File: config.mk
export PLATFORM = sky130hd
export DESIGN_NAME = sbsr_status_regs
export DESIGN_NICKNAME = d
export VERILOG_FILES = /design/src/hdl/sbsr_pkg.sv /design/src/hdl/sbsr_status_regs.sv
export SDC_FILE = /design/constraint.sdc
export NUM_CORES = 1
export LEC_CHECK = 0
export ABC_AREA = 1
export BUFFER_PORTS_ARGS = -buffer_cell sky130_fd_sc_hd__buf_4
export CAP_MARGIN = 20
export CORE_ASPECT_RATIO = 0.75
export CORE_MARGIN = 3
export CORE_UTILIZATION = 47
export CTS_CLUSTER_DIAMETER = 100
export DETAILED_ROUTE_END_ITERATION = 6
export HOLD_SLACK_MARGIN = 0.02
export PLACE_DENSITY = 0.79
export SETUP_SLACK_MARGIN = 0.2
export SLEW_MARGIN = 0
export SYNTH_ARGS = -nofsm -noshare
export SYNTH_HDL_FRONTEND = slang
export SYNTH_SLANG_ARGS = --single-unit
File: constraint.sdc
create_clock -name ref_clk -period 0.8 [get_ports ref_clk]
set_clock_uncertainty 0.1 [all_clocks]
set_input_delay 0.16 -clock ref_clk [delete_from_list [all_inputs] [get_ports ref_clk]]
set_output_delay 0.16 -clock ref_clk [all_outputs]
set_load 0.02 [all_outputs]
File: src/hdl/sbsr_pkg.sv
package sbsr_pkg;

  // Register indices on the serial register port.
  localparam logic [6:0]  SBSR_ADDR_HS_FAULT  = 7'h46;
  localparam logic [6:0]  SBSR_ADDR_BRIDGE_GENERAL_STATUS  = 7'h50;
  localparam int          SBSR_ADDR_W         = 7;
  localparam int          SBSR_DATA_W         = 16;

  // Field positions in high_side_fault_status.
  localparam int          SBSR_HS_OT_LSB      = 10;
  localparam int          SBSR_HS_OL_LSB      = 5;
  localparam int          SBSR_HS_OC_LSB      = 0;
  localparam logic [15:0] SBSR_HS_USED_MASK   = 16'h1CE7;
  localparam logic [15:0] SBSR_HS_RESTART_KEEP = 16'h3FFF;

  // Field positions in bridge_general_status.
  localparam int          SBSR_GEN_BRIDGE_LSB = 6;
  localparam int          SBSR_GEN_PWM_LSB    = 0;
  localparam logic [15:0] SBSR_GEN_USED_MASK  = 16'h01FF;
  localparam logic [15:0] SBSR_GEN_RESTART_KEEP = 16'h00C1;

  localparam logic [15:0] SBSR_RESET_VALUE    = 16'h0000;
  localparam logic [1:0]  SBSR_BRIDGE_SENSE_MODE = 2'h3;

  // One detector pulse per high-side output, index 0 is output one.
  typedef struct packed {
    logic [2:0] overtemp;
    logic [2:0] open_load;
    logic [2:0] overcurrent;
  } sbsr_fault_type;

  // Bridge configuration seen by the level-report logic.
  typedef struct packed {
    logic       charge_pump_on;
    logic [1:0] mode3;
    logic [1:0] mode2;
    logic [1:0] mode1;
  } sbsr_bridge_cfg_type;

endpackage

File: src/hdl/sbsr_status_regs.sv
`timescale 1ns/1ps
`default_nettype none
module sbsr_status_regs #(
  parameter int SYNC_STAGES = 2
) (
  // Clock, reset and enable.
  input  wire logic                        ref_clk,
  input  wire logic                        arst_n,
  input  wire logic                        clk_en,
  // Device-level reset events.
  input  wire logic                        soft_rst,
  input  wire logic                        restart,
  // Fault detectors and bridge configuration.
  input  wire sbsr_pkg::sbsr_fault_type    fault_event,
  input  wire sbsr_pkg::sbsr_bridge_cfg_type bridge_cfg,
  // Raw levels from the pins and bridge comparators.
  input  wire logic [5:0]                  pwm_in_level,
  input  wire logic [2:0]                  bridge_out_level,
  // Register read port.
  input  wire logic                        rd_en,
  input  wire logic [6:0]                  rd_addr,
  output logic                             rd_valid,
  output logic [15:0]                      rd_data
);
  import sbsr_pkg::*;

  // A single flop would hand metastable pin levels straight to the host.
  if (SYNC_STAGES < 2) begin : g_bad_sync_stages
    $error("SYNC_STAGES must be at least 2");
  end

  logic [15:0]      high_side_fault_status;
  logic [15:0]      bridge_general_status;
  logic [8:0]       lvl_pipe [SYNC_STAGES];
  logic [8:0]       lvl_sync;
  logic [15:0]      fault_vec;
  logic             hs_read;
  logic [2:0]       bridge_valid;
  logic [1:0]       mode_sel [3];
  logic [15:0]      next_high_side_fault_status;
  logic [15:0]      next_bridge_general_status;

  // Synchroniser chain: only the next stage reads each earlier stage.
  always_ff @(posedge ref_clk or negedge arst_n) begin
    if (!arst_n) begin
      for (int i = 0; i < SYNC_STAGES; i++) begin
        lvl_pipe[i] <= '0;
      end
    end else if (clk_en) begin
      lvl_pipe[0] <= {bridge_out_level, pwm_in_level};
      for (int i = 1; i < SYNC_STAGES; i++) begin
        lvl_pipe[i] <= lvl_pipe[i-1];
      end
    end
  end
  assign lvl_sync = lvl_pipe[SYNC_STAGES-1];

  assign fault_vec = (16'(fault_event.overtemp)    << SBSR_HS_OT_LSB)
                   | (16'(fault_event.open_load)   << SBSR_HS_OL_LSB)
                   | (16'(fault_event.overcurrent) << SBSR_HS_OC_LSB);
  assign hs_read   = rd_en && (rd_addr == SBSR_ADDR_HS_FAULT);

  // Set beats clear, so a fault in the reading cycle survives.
  always_comb begin
    next_high_side_fault_status = high_side_fault_status;
    if (hs_read) begin
      next_high_side_fault_status = '0;
    end
    next_high_side_fault_status = next_high_side_fault_status | fault_vec;
    if (restart) begin
      next_high_side_fault_status = next_high_side_fault_status & SBSR_HS_RESTART_KEEP;
    end
    if (soft_rst) begin
      next_high_side_fault_status = SBSR_RESET_VALUE;
    end
    next_high_side_fault_status = next_high_side_fault_status & SBSR_HS_USED_MASK;
  end

  always_ff @(posedge ref_clk or negedge arst_n) begin
    if (!arst_n) begin
      high_side_fault_status <= SBSR_RESET_VALUE;
    end else if (clk_en) begin
      high_side_fault_status <= next_high_side_fault_status;
    end
  end

  assign mode_sel[0] = bridge_cfg.mode1;
  assign mode_sel[1] = bridge_cfg.mode2;
  assign mode_sel[2] = bridge_cfg.mode3;
  for (genvar b = 0; b < 3; b++) begin : g_bridge
    assign bridge_valid[b] = bridge_cfg.charge_pump_on
                          && (mode_sel[b] == SBSR_BRIDGE_SENSE_MODE);
  end

  // The general word is a live snapshot; restart freezes the kept bits.
  always_comb begin
    next_bridge_general_status = '0;
    next_bridge_general_status[SBSR_GEN_BRIDGE_LSB +: 3] = lvl_sync[8:6] & bridge_valid;
    next_bridge_general_status[SBSR_GEN_PWM_LSB +: 6]    = lvl_sync[5:0];
    if (restart) begin
      next_bridge_general_status = bridge_general_status & SBSR_GEN_RESTART_KEEP;
    end
    if (soft_rst) begin
      next_bridge_general_status = SBSR_RESET_VALUE;
    end
    next_bridge_general_status = next_bridge_general_status & SBSR_GEN_USED_MASK;
  end

  always_ff @(posedge ref_clk or negedge arst_n) begin
    if (!arst_n) begin
      bridge_general_status <= SBSR_RESET_VALUE;
    end else if (clk_en) begin
      bridge_general_status <= next_bridge_general_status;
    end
  end

  // Read answer one cycle after the request; unmapped addresses read zero.
  always_ff @(posedge ref_clk or negedge arst_n) begin
    if (!arst_n) begin
      rd_valid <= 1'b0;
      rd_data  <= SBSR_RESET_VALUE;
    end else if (clk_en) begin
      rd_valid <= rd_en;
      if (hs_read) begin
        rd_data <= high_side_fault_status;
      end else if (rd_en && (rd_addr == SBSR_ADDR_BRIDGE_GENERAL_STATUS)) begin
        rd_data <= bridge_general_status;
      end else if (rd_en) begin
        rd_data <= SBSR_RESET_VALUE;
      end
    end
  end

  a_ot_flag_set: assert property (@(posedge ref_clk) disable iff (!arst_n)
    clk_en && fault_event.overtemp[2] && !soft_rst |=> high_side_fault_status[12])
    else $error("overtemp flag of output three not set");

  a_ol_flag_set: assert property (@(posedge ref_clk) disable iff (!arst_n)
    clk_en && fault_event.open_load[0] && !soft_rst |=> high_side_fault_status[5])
    else $error("open-load flag of output one not set");

  a_oc_flag_set: assert property (@(posedge ref_clk) disable iff (!arst_n)
    clk_en && fault_event.overcurrent[1] && !soft_rst |=> high_side_fault_status[1])
    else $error("overcurrent flag of output two not set");

  a_read_clears_flags: assert property (@(posedge ref_clk) disable iff (!arst_n)
    clk_en && hs_read && (fault_vec == 16'h0000)
      |=> rd_valid && (high_side_fault_status == 16'h0000)
          && (rd_data == $past(high_side_fault_status)))
    else $error("fault word not returned then cleared by read");

  a_reserved_zero: assert property (@(posedge ref_clk) disable iff (!arst_n)
    ((high_side_fault_status & 16'hE318) == 16'h0000)
      && ((bridge_general_status & 16'hFE00) == 16'h0000))
    else $error("reserved status bit set");

  a_soft_reset_clear: assert property (@(posedge ref_clk) disable iff (!arst_n)
    clk_en && soft_rst |=> (high_side_fault_status == 16'h0000)
      && (bridge_general_status == 16'h0000))
    else $error("soft reset did not clear status");

  a_restart_keeps_faults: assert property (@(posedge ref_clk) disable iff (!arst_n)
    clk_en && restart && !soft_rst && !hs_read && (fault_vec == 16'h0000)
      |=> $stable(high_side_fault_status))
    else $error("restart disturbed fault flags");

  a_restart_gen_word: assert property (@(posedge ref_clk) disable iff (!arst_n)
    clk_en && restart && !soft_rst
      |=> bridge_general_status == ($past(bridge_general_status) & 16'h00C1))
    else $error("restart did not clear general word correctly");

  a_bridge_level_live: assert property (@(posedge ref_clk) disable iff (!arst_n)
    clk_en && !restart && !soft_rst && bridge_cfg.charge_pump_on
      && (bridge_cfg.mode2 == 2'h3) && lvl_sync[7] |=> bridge_general_status[7])
    else $error("bridge two level not reported");

  a_bridge_level_off: assert property (@(posedge ref_clk) disable iff (!arst_n)
    clk_en && !restart && (!bridge_cfg.charge_pump_on || (bridge_cfg.mode3 != 2'h3))
      |=> !bridge_general_status[8])
    else $error("bridge three level set while invalid");

  a_pwm_mirror: assert property (@(posedge ref_clk) disable iff (!arst_n)
    clk_en
      ##1 clk_en && !restart && !soft_rst
      ##1 clk_en && !restart && !soft_rst
      |=> bridge_general_status[5:0] == $past(pwm_in_level, 3))
    else $error("PWM levels not mirrored after synchroniser");

  a_set_beats_clear: assert property (@(posedge ref_clk) disable iff (!arst_n)
    clk_en && hs_read && fault_event.overcurrent[0] && !soft_rst
      |=> high_side_fault_status[0])
    else $error("fault lost in clearing read");

  a_bridge_level_low: assert property (@(posedge ref_clk) disable iff (!arst_n)
    clk_en && !restart && !soft_rst && bridge_cfg.charge_pump_on
      && (bridge_cfg.mode1 == 2'h3) && !lvl_sync[6] |=> !bridge_general_status[6])
    else $error("bridge one level high while output low");

  a_gen_read_returns: assert property (@(posedge ref_clk) disable iff (!arst_n)
    clk_en && rd_en && (rd_addr == SBSR_ADDR_BRIDGE_GENERAL_STATUS)
      |=> rd_valid && (rd_data == $past(bridge_general_status)))
    else $error("general word not returned by read");

  a_gen_read_harmless: assert property (@(posedge ref_clk) disable iff (!arst_n)
    clk_en && rd_en && (rd_addr == SBSR_ADDR_BRIDGE_GENERAL_STATUS)
      && !soft_rst && (fault_vec == 16'h0000) |=> $stable(high_side_fault_status))
    else $error("general word read disturbed fault flags");

endmodule // sbsr_status_regs
`default_nettype wire

==> results of run 1 <==
## power by group through the flow
| stage | sequential (uW) | clock (uW) | combinational [uW] |
|---|---|---|---|
| 2_1_floorplan | 2770 | 0 | 382 |
| 3_3_place_gp | 2780 | 0 | 693 |
| 3_5_place_dp | 2790 | 0 | 715 |
| 4_1_cts | 2750 | 1410 | 788 |
| 5_1_grt | 2780 | 1520 | 1060 |
| 6_report | 2770 | 1410 | 971 |
## sequential cells by signal, summed over array words and instances (netlist names)
name                    count
bridge_general_status       9
rd_valid                    1
lvl_sync                    9
high_side_fault_status      9
rd_data                    12
lvl_pipe                    9
## what timing repair did
| item | in CTS | in global routing |
|---|---|---|
| setup buffers | 3 | 6 |
| cloned | 2 | 0 |
| setup endpoints to repair | 62 | 62 |
| pin swaps | 47 | 10 |
| endpoints found under the hold margin | 68 | 68 |
| gates resized for setup | 50 | 34 |
## logic make-up after synthesis
| kind of cell | count (synthesis) | share of synthesized area [%] |
|---|---|---|
| buffers and inverters | 41 | 8.26 |
| other | 1 | 0.173 |
| AOI/OAI and AO/OA | 20 | 4.85 |
| and+or+nand+nor | 153 | 30.1 |
| DFF | 49 | 56.6 |
## final timing paths
path                                                            start                                     end  slack, ns  cells past startpoint
worst max-delay path                          rd_data[11]$_DFFE_PN0P_                             rd_data[11]      -0.32                      1
max in group asynchronous                                      arst_n                  rd_data[3]$_DFFE_PN0P_       0.65                      2
worst min register to register               lvl_pipe[15]$_DFFE_PN0P_                lvl_pipe[15]$_DFFE_PN0P_       0.37                      2
min in group ref_clk                                   fault_event[8]  high_side_fault_status[12]$_DFFE_PN0P_      -0.05                      3
worst min-delay path                                           arst_n                  rd_data[1]$_DFFE_PN0P_      -0.28                      2
worst max register to register  high_side_fault_status[5]$_DFFE_PN0P_                  rd_data[5]$_DFFE_PN0P_      -0.23                      6
## per-stage QoR
step                area [sq um]  TNS (ns)  total power [uW]  cells
floorplan                   2310     -3.35              3150    267
CTS                         3060     -4.91              4950    391
finish                      3220     -5.96              5150    397
global route                3220     -7.04              5370    397
global placement            2790    -10.11              3470    378
detailed placement          2790    -11.17              3500    378
## layer usage
layer	vias up	global-route usage, %	routed length (um)
li1	951	-	-
met1	966	25.9	2530
met2	64	33.0	3120
met3	23	4.45	290
met4	0	8.70	227
met5	-	0	0
## cell type report
| type | instances | area, sq um | share of cell area (%) |
|---|---|---|---|
| Timing Repair Buffer | 77 | 743 | 23.1 |
| Tap cell | 55 | 68.8 | 2.13 |
| Multi-Input combinational cell | 178 | 947 | 29.4 |
| Clock buffer | 7 | 76.3 | 2.37 |
| Inverter | 30 | 141 | 4.38 |
| Clock inverter | 1 | 5.00 | 0.155 |
| Sequential cell | 49 | 1240 | 38.5 |
## cells in the mapped netlist
cell type	n
dfrtp_1	49
nor2_1	2
a21oi_2	1
nand3_1	15
nand2_2	2
nand2_4	2
nand4_1	3
buf_4	6
buf_2	2
or2_1	1
o22ai_1	1
o21ai_0	13
nor2_2	2
and2_1	1
conb_1	1
nand2_1	122
nor2_4	3
inv_2	2
clkbuf_1	3
inv_1	28
o21ai_1	5
==> impl_metrics.toml, run 1 <==
[run_status]
status = "complete, but fails checks"
violations = "hold timing, setup timing"

[clock_tree]
clk_path_buf_depth = 2
cts_tree = "done"
cts_made_buffers = 5
worstSkewPairLatency_ns = 0.30
clk_pin_slew_ns = 0.09
cts-root-buf = "clkbuf_8"
cts_sinks = 49
htreeDepth = 2

[grt]
antenna_found_initial = 0
grt_start_max_net_pins = 50
track_usage_pct = 20.1
grt-ovfl-total = 0
grt_pass1_vias = 1890
grt_pass1_wl_um = 8620

[drt]
drt_pass1_iterations = 4
drt_iter0_markers = 161
wl_per_cell_um = 15.5
viasPerCell = 5.05
drc = 0
vias = 2004
drt-total-wl_um = 6170
ant_nets = 0

[timing]
fin_hold_ws_ns = -0.281
drv_slew = 0
setup_violations = 33
fin_crit_ns = 1.12
hold_violations = 66
worst_slack_ns = -0.320
rsz0062_at_grt = "yes"
clock.fmax_mhz = 893
post-route-period-util_pct = 140

[yosys]
synthCells = 264
synth.avg_cell_area_sq_um = 8.21
ys_types = 21
netlist_area_sq_mm = 0.00217
synth_seq_cells = 49
synth_top_area_share_pct = 56.6
yosysTopAreaCell = "dfrtp_1"
yosys_warnings = 0
ys_seq_area_share_pct = 56.6
ys_top_cells_by_area = "dfrtp_1 (57%), nand2_1 (21%), inv_1 (4.8%)"

[layout]
fill_cells = 298
mostFrequentLayoutCell = "nand2_1"
final_cell_mix = "nand2_1 (108), buf_4 (43), dfrtp_1 (36)"
num_antenna_cells = 0
drive_above_1_share_pct = 44.7
synthToLayoutAreaGrowth_pct = 48.8
nets = 379
finish.utilization_pct = 76.2

[pwr]
netSwitchingFraction_pct = 27.7
p_switching_uw = 1420
powerDensity_mw_per_mm2 = 1600
p_seq_share_pct = 53.8
leakage_uw = 0.00171
combPwrFrac_pct = 18.9
pwr-share-clk_pct = 27.3
irDropWorstVdd_mv = 1.07
internal_power_uw = 3720

[critical_path]
start_kind = "register"
critPathSlowestCell = "dfrtp_2"
cpPeakStageDelay_ns = 0.43
end_kind = "output pin"
worstPathMaxFanout = 2
required_ns = 0.54
path_cells = "buf_6"
arrival_ns = 0.86
crit_family = "flip-flops"
critPathBufInv = 1
path_class = "reg2out"

[die]
dieArea_sq_mm = 0.00547
die_y_um = 64.8
design.core.area_sq_mm = 0.00423
rows = 20
start_util_pct = 51.2
dieWidth_um = 84.4
num_io_pins = 55

[worst_hold_path]
hold_path_class = "in2async"

[place]
dp_slack_ns = -0.413
io_buffers = 50
dp_hpwl_um = 3440
gp_congestion = 0.761

[flow_run]
maxCapViolations = 0
No activity file was read; power rests on OpenSTA's default activity.
==> run 2, diff against run 1 <==
--- a/config.mk
+++ b/config.mk
@@ -7,8 +7,7 @@
 export LEC_CHECK = 0
 export ABC_AREA = 1
 export BUFFER_PORTS_ARGS = -buffer_cell sky130_fd_sc_hd__buf_4
-export CAP_MARGIN = 20
-export CORE_ASPECT_RATIO = 0.75
+export CORE_ASPECT_RATIO = 0.6
 export CORE_MARGIN = 3
 export CORE_UTILIZATION = 47
 export CTS_CLUSTER_DIAMETER = 100
==> run 2 against run 1 <==
The run still ends with hold timing, setup timing left. Sequential cell count unchanged. Critical path depth unchanged. Count of clock-buffer cells in the layout down 1. Via count down 2.6%. Setup slack worse by 0.016 ns. Largest power group unchanged.
==> impl_metrics.toml, run 2 (synthesis results as in run 1) <==
[critical_path]
crit_family = "flip-flops"
r2r_cells = 6
arrival_ns = 0.88
critPathSlowestCell = "dfrtp_2"
regToRegSetupSlack_ns = -0.20
path_cells = "buf_6"
required_ns = 0.54
critPathBufInv = 1
start_kind = "register"
cpPeakStageDelay_ns = 0.44
cp_num_cells = 1
worstPathMaxFanout = 2
end_kind = "output pin"
path_class = "reg2out"

[clock_tree]
cts-root-buf = "clkbuf_8"
cts_sinks = 49
worstSkewPairLatency_ns = 0.31
cts_made_buffers = 5
cts_tree = "done"
htreeDepth = 2
clk_path_buf_depth = 2
clk_pin_slew_ns = 0.09

[layout]
largest_reg_flops = 12
postLayoutCellArea_sq_mm = 0.00322
top_register = "rd_data"
final_cell_mix = "nand2_1 (108), buf_4 (50), dfrtp_1 (36)"
num_antenna_cells = 0
nets = 382
finish.utilization_pct = 75.3
drive_above_1_share_pct = 43.2
mostFrequentLayoutCell = "nand2_1"
synthToLayoutAreaGrowth_pct = 48.7
fill_cells = 336
fin_cells = 405

[timing]
rsz0062_at_grt = "yes"
setup_violations = 31
post-route-period-util_pct = 142
hold_violations = 67
drv_slew = 0
fin_crit_ns = 1.14
clock.fmax_mhz = 880
fin_hold_ws_ns = -0.295
worst_slack_ns = -0.336

[grt]
track_usage_pct = 20.7
antenna_found_initial = 0
grt_start_max_net_pins = 50
grt-ovfl-total = 0
grt_pass1_wl_um = 8730
grt_pass1_vias = 1973

[run_status]
status = "complete, but fails checks"
violations = "hold timing, setup timing"

[flow_run]
maxCapViolations = 0

[die]
design.core.area_sq_mm = 0.00428
rows = 18
dieWidth_um = 93.7
die_y_um = 58.6
num_io_pins = 55
start_util_pct = 50.6
dieArea_sq_mm = 0.00549

[drt]
drc = 0
viasPerCell = 4.82
wl_per_cell_um = 13.0
drt-total-wl_um = 5270
vias = 1952
drt_iter0_markers = 99
ant_nets = 0
drt_pass1_iterations = 4

[place]
place_area_sq_mm = 0.00281
placedCellCount = 384
io_buffers = 50
gp_congestion = 0.812
dp_hpwl_um = 3610

[pwr]
irDropWorstVdd_mv = 0.941
total_power_uw = 5440
leakage_uw = 0.00173
powerDensity_mw_per_mm2 = 1690

[worst_hold_path]
hold_path_class = "in2async"
[run 2: changes by cell type in the layout (fill, tap and decap cells not counted), moves of 2 or more]
cell      delta
clkbuf_1     -2
inv_1        +4
buf_6        -3
inv_2        -4
nand3_2      -4
buf_4        +7
nand3_1      +4
[run 2: metrics by stage]
step           setup TNS [ns]  worst slack, ns
2_1_floorplan           -3.35           -0.203
3_3_place_gp           -10.15           -0.389
3_5_place_dp           -11.28           -0.439
4_1_cts                 -5.43           -0.342
5_1_grt                 -7.65           -0.360
6_report                -6.11           -0.336
[run 2: cell type report]
type                    instances  area (sq um)  share of cell area [%]
flip-flops and latches         49          1240                    38.5
multi-input cells             178           905                    28.1
repair buffers                 80           739                    22.9
inverters                      30           141                    4.39
clock buffers                   6          82.6                    2.56
well taps                      60          75.1                    2.33
clock inverters                 2          37.5                    1.16
[run 2: metal layers]
metal	global-route usage [%]	part of all wire, %	vias up
met5	0	0	-
met3	4.85	5.6	12
met1	27.1	42	926
met4	7.61	1.9	0
li1	-	-	960
met2	34.1	50	54
[run 2: timing repair]
action | 4_1_cts | 5_1_grt
gates cloned | 1 | 0
resized for setup | 50 | 19
endpoints found under the setup margin | 62 | 62
hold endpoints to repair | 68 | 68
pin swaps | 40 | 7
buffers inserted | 5 | 7
[run 2: worst paths after layout]
kind                                                            start                       end
worst min register to register                lvl_pipe[9]$_DFFE_PN0P_   lvl_pipe[9]$_DFFE_PN0P_
min in group ref_clk                                  pwm_in_level[4]  lvl_pipe[13]$_DFFE_PN0P_
worst max-delay path                          rd_data[12]$_DFFE_PN0P_               rd_data[12]
max in group asynchronous                                      arst_n   rd_data[11]$_DFFE_PN0P_
worst min-delay path                                           arst_n  lvl_pipe[13]$_DFFE_PN0P_
worst max register to register  high_side_fault_status[6]$_DFFE_PN0P_    rd_data[6]$_DFFE_PN0P_
[run 2: report_power, final]
group / internal [uW] / switching, uW / total, uW / leakage, uW
Sequential: 2650 / 101 / 2750 / 0.000616
Clock: 1020 / 820 / 1840 / 0.0000574
Combinational: 411 / 439 / 850 / 0.00106
==> run 3, diff against run 2 <==
--- a/config.mk
+++ b/config.mk
@@ -7,7 +7,7 @@
 export LEC_CHECK = 0
 export ABC_AREA = 1
 export BUFFER_PORTS_ARGS = -buffer_cell sky130_fd_sc_hd__buf_4
-export CORE_ASPECT_RATIO = 0.6
+export CORE_ASPECT_RATIO = 2
 export CORE_MARGIN = 3
 export CORE_UTILIZATION = 47
 export CTS_CLUSTER_DIAMETER = 100
==> run 3 against run 2 <==
The flow still finishes with violations (hold timing, setup timing). Die area grew 0.42%. Sequential cell count unchanged. Fmax increased by 1.9%. Register-to-register slack is essentially flat. Combinational power grew 6.6%. Non-clock buffer count grew 1. First-iteration DRC count decreased by 83%. Global-route usage fell by 0.99 points. Core utilization fell by 1.6 points. Count of clock-buffer cells in the layout did not move. Design area rose by 0.16%. Cell count shrank 1.2%. Critical path type unchanged. Largest cell class unchanged.
==> impl_metrics.toml, run 3 (synthesis results as in run 1) <==
[critical_path]
regToRegSetupSlack_ns = -0.20
required_ns = 0.54
worstPathMaxFanout = 2
start_kind = "register"
cpPeakStageDelay_ns = 0.42
arrival_ns = 0.86
end_kind = "output pin"
r2r_cells = 6
crit_family = "flip-flops"
path_class = "reg2out"
critPathBufInv = 1
critPathSlowestCell = "dfrtp_2"
r2r-end = "rd_data[6]$_DFFE_PN0P_"
r2r-start = "high_side_fault_status[6]$_DFFE_PN0P_"
path_cells = "buf_6"

[pwr]
powerDensity_mw_per_mm2 = 1580
p_seq_share_pct = 54.0
netSwitchingFraction_pct = 27.0
combPwrFrac_pct = 17.8
irDropWorstVdd_mv = 2.17
leakage_uw = 0.00173
pwr-share-clk_pct = 28.3
p_switching_uw = 1380
internal_power_uw = 3730

[layout]
synthToLayoutAreaGrowth_pct = 49.0
mostFrequentLayoutCell = "nand2_1"
postLayoutCellArea_sq_mm = 0.00323
drive_above_1_share_pct = 45.4
nets = 383
fill_cells = 326
num_antenna_cells = 0
largest_reg_flops = 12
final_cell_mix = "nand2_1 (107), buf_4 (51), dfrtp_1 (36)"
top_register = "rd_data"

[die]
design.core.area_sq_mm = 0.00438
dieArea_sq_mm = 0.00551
rows = 34
dieWidth_um = 54.0
start_util_pct = 49.5
die_y_um = 102
num_io_pins = 55

[grt]
grt_pass1_wl_um = 7990
antenna_found_initial = 0
track_usage_pct = 19.7
grt-ovfl-total = 0
grt_start_max_net_pins = 25
grt_pass1_vias = 1902

[clock_tree]
htreeDepth = 2
cts-root-buf = "clkbuf_8"
clk_pin_slew_ns = 0.09
cts_sinks = 49
clk_path_buf_depth = 2
cts_made_buffers = 5
worstSkewPairLatency_ns = 0.30
cts_tree = "done"

[drt]
drt-total-wl_um = 4960
viasPerCell = 4.78
drt_pass1_iterations = 4
wl_per_cell_um = 12.4
ant_nets = 0
drt_iter0_markers = 17
drc = 0
vias = 1910

[flow_run]
maxCapViolations = 0

[timing]
post-route-period-util_pct = 139
worst_slack_ns = -0.316
setup_violations = 34
fin_tns_setup_ns = -6.23
rsz0062_at_grt = "yes"
fin_hold_ws_ns = -0.405
clock.fmax_mhz = 896
fin_crit_ns = 1.12
hold_violations = 68
drv_slew = 0

[run_status]
violations = "hold timing, setup timing"
status = "complete, but fails checks"

[worst_hold_path]
hold_path_class = "in2async"

[place]
dp_hpwl_um = 3550
place_area_sq_mm = 0.00283
io_buffers = 50
gp_congestion = 0.761
run 3: area by class of cell:
type                    count  area, sq um  share of cell area [%]
clock inverters             2         13.8                   0.426
repair buffers             81          759                    23.5
flip-flops and latches     49         1240                    38.5
well taps                  54         67.6                    2.09
inverters                  30          141                    4.38
clock buffers               6         72.6                    2.25
multi-input cells         178          931                    28.8
run 3: routing by layer:
layer,share of wire [%],wire length [um],track usage [%]
met1,36,1790,20.8
met2,57,2850,35.5
met3,3.0,147,3.07
met5,0,0,0
met4,3.6,180,10.4
run 3: worst max path at each step:
stage               cells after the start  slack (ns)                    start                                endpoint
finish                                  1       -0.32   rd_data[4]$_DFFE_PN0P_                              rd_data[4]
global route                            1       -0.34  rd_data[10]$_DFFE_PN0P_                             rd_data[10]
CTS                                     1       -0.32   rd_data[4]$_DFFE_PN0P_                              rd_data[4]
detailed placement                      9       -0.43               rd_addr[0]  high_side_fault_status[11]$_DFFE_PN0P_
global placement                        9       -0.38               rd_addr[0]   high_side_fault_status[0]$_DFFE_PN0P_
floorplan                               8       -0.20               rd_addr[0]   high_side_fault_status[0]$_DFFE_PN0P_
run 3: through the flow:
| step | util [%] | total power, uW | hold WS, ns | instances | worst slack, ns |
|---|---|---|---|---|---|
| 3_5_place_dp | 64.7 | 3520 | -0.0749 | 381 | -0.432 |
| 5_1_grt | 73.7 | 5340 | -0.410 | 400 | -0.336 |
| 4_1_cts | 71.3 | 5040 | -0.406 | 395 | -0.321 |
| 2_1_floorplan | - | 3150 | -0.236 | 267 | -0.203 |
| 6_report | 73.7 | 5100 | -0.405 | 400 | -0.316 |
| 3_3_place_gp | 64.7 | 3490 | -0.0750 | 381 | -0.379 |
run 3: repair_timing:
item                                    in CTS  in global routing
gates resized for setup                     55                 22
pin swaps                                   37                 17
endpoints found under the setup margin      62                 62
hold endpoints to repair                    68                 68
buffers inserted                             5                  5
gates cloned                                 1                  0
run 3: power groups by stage:
stage | combinational, uW | sequential [uW] | clock [uW]
finish | 906 | 2750 | 1440
global route | 1000 | 2770 | 1570
CTS | 822 | 2740 | 1470
detailed placement | 740 | 2780 | 0
global placement | 717 | 2770 | 0
floorplan | 382 | 2770 | 0
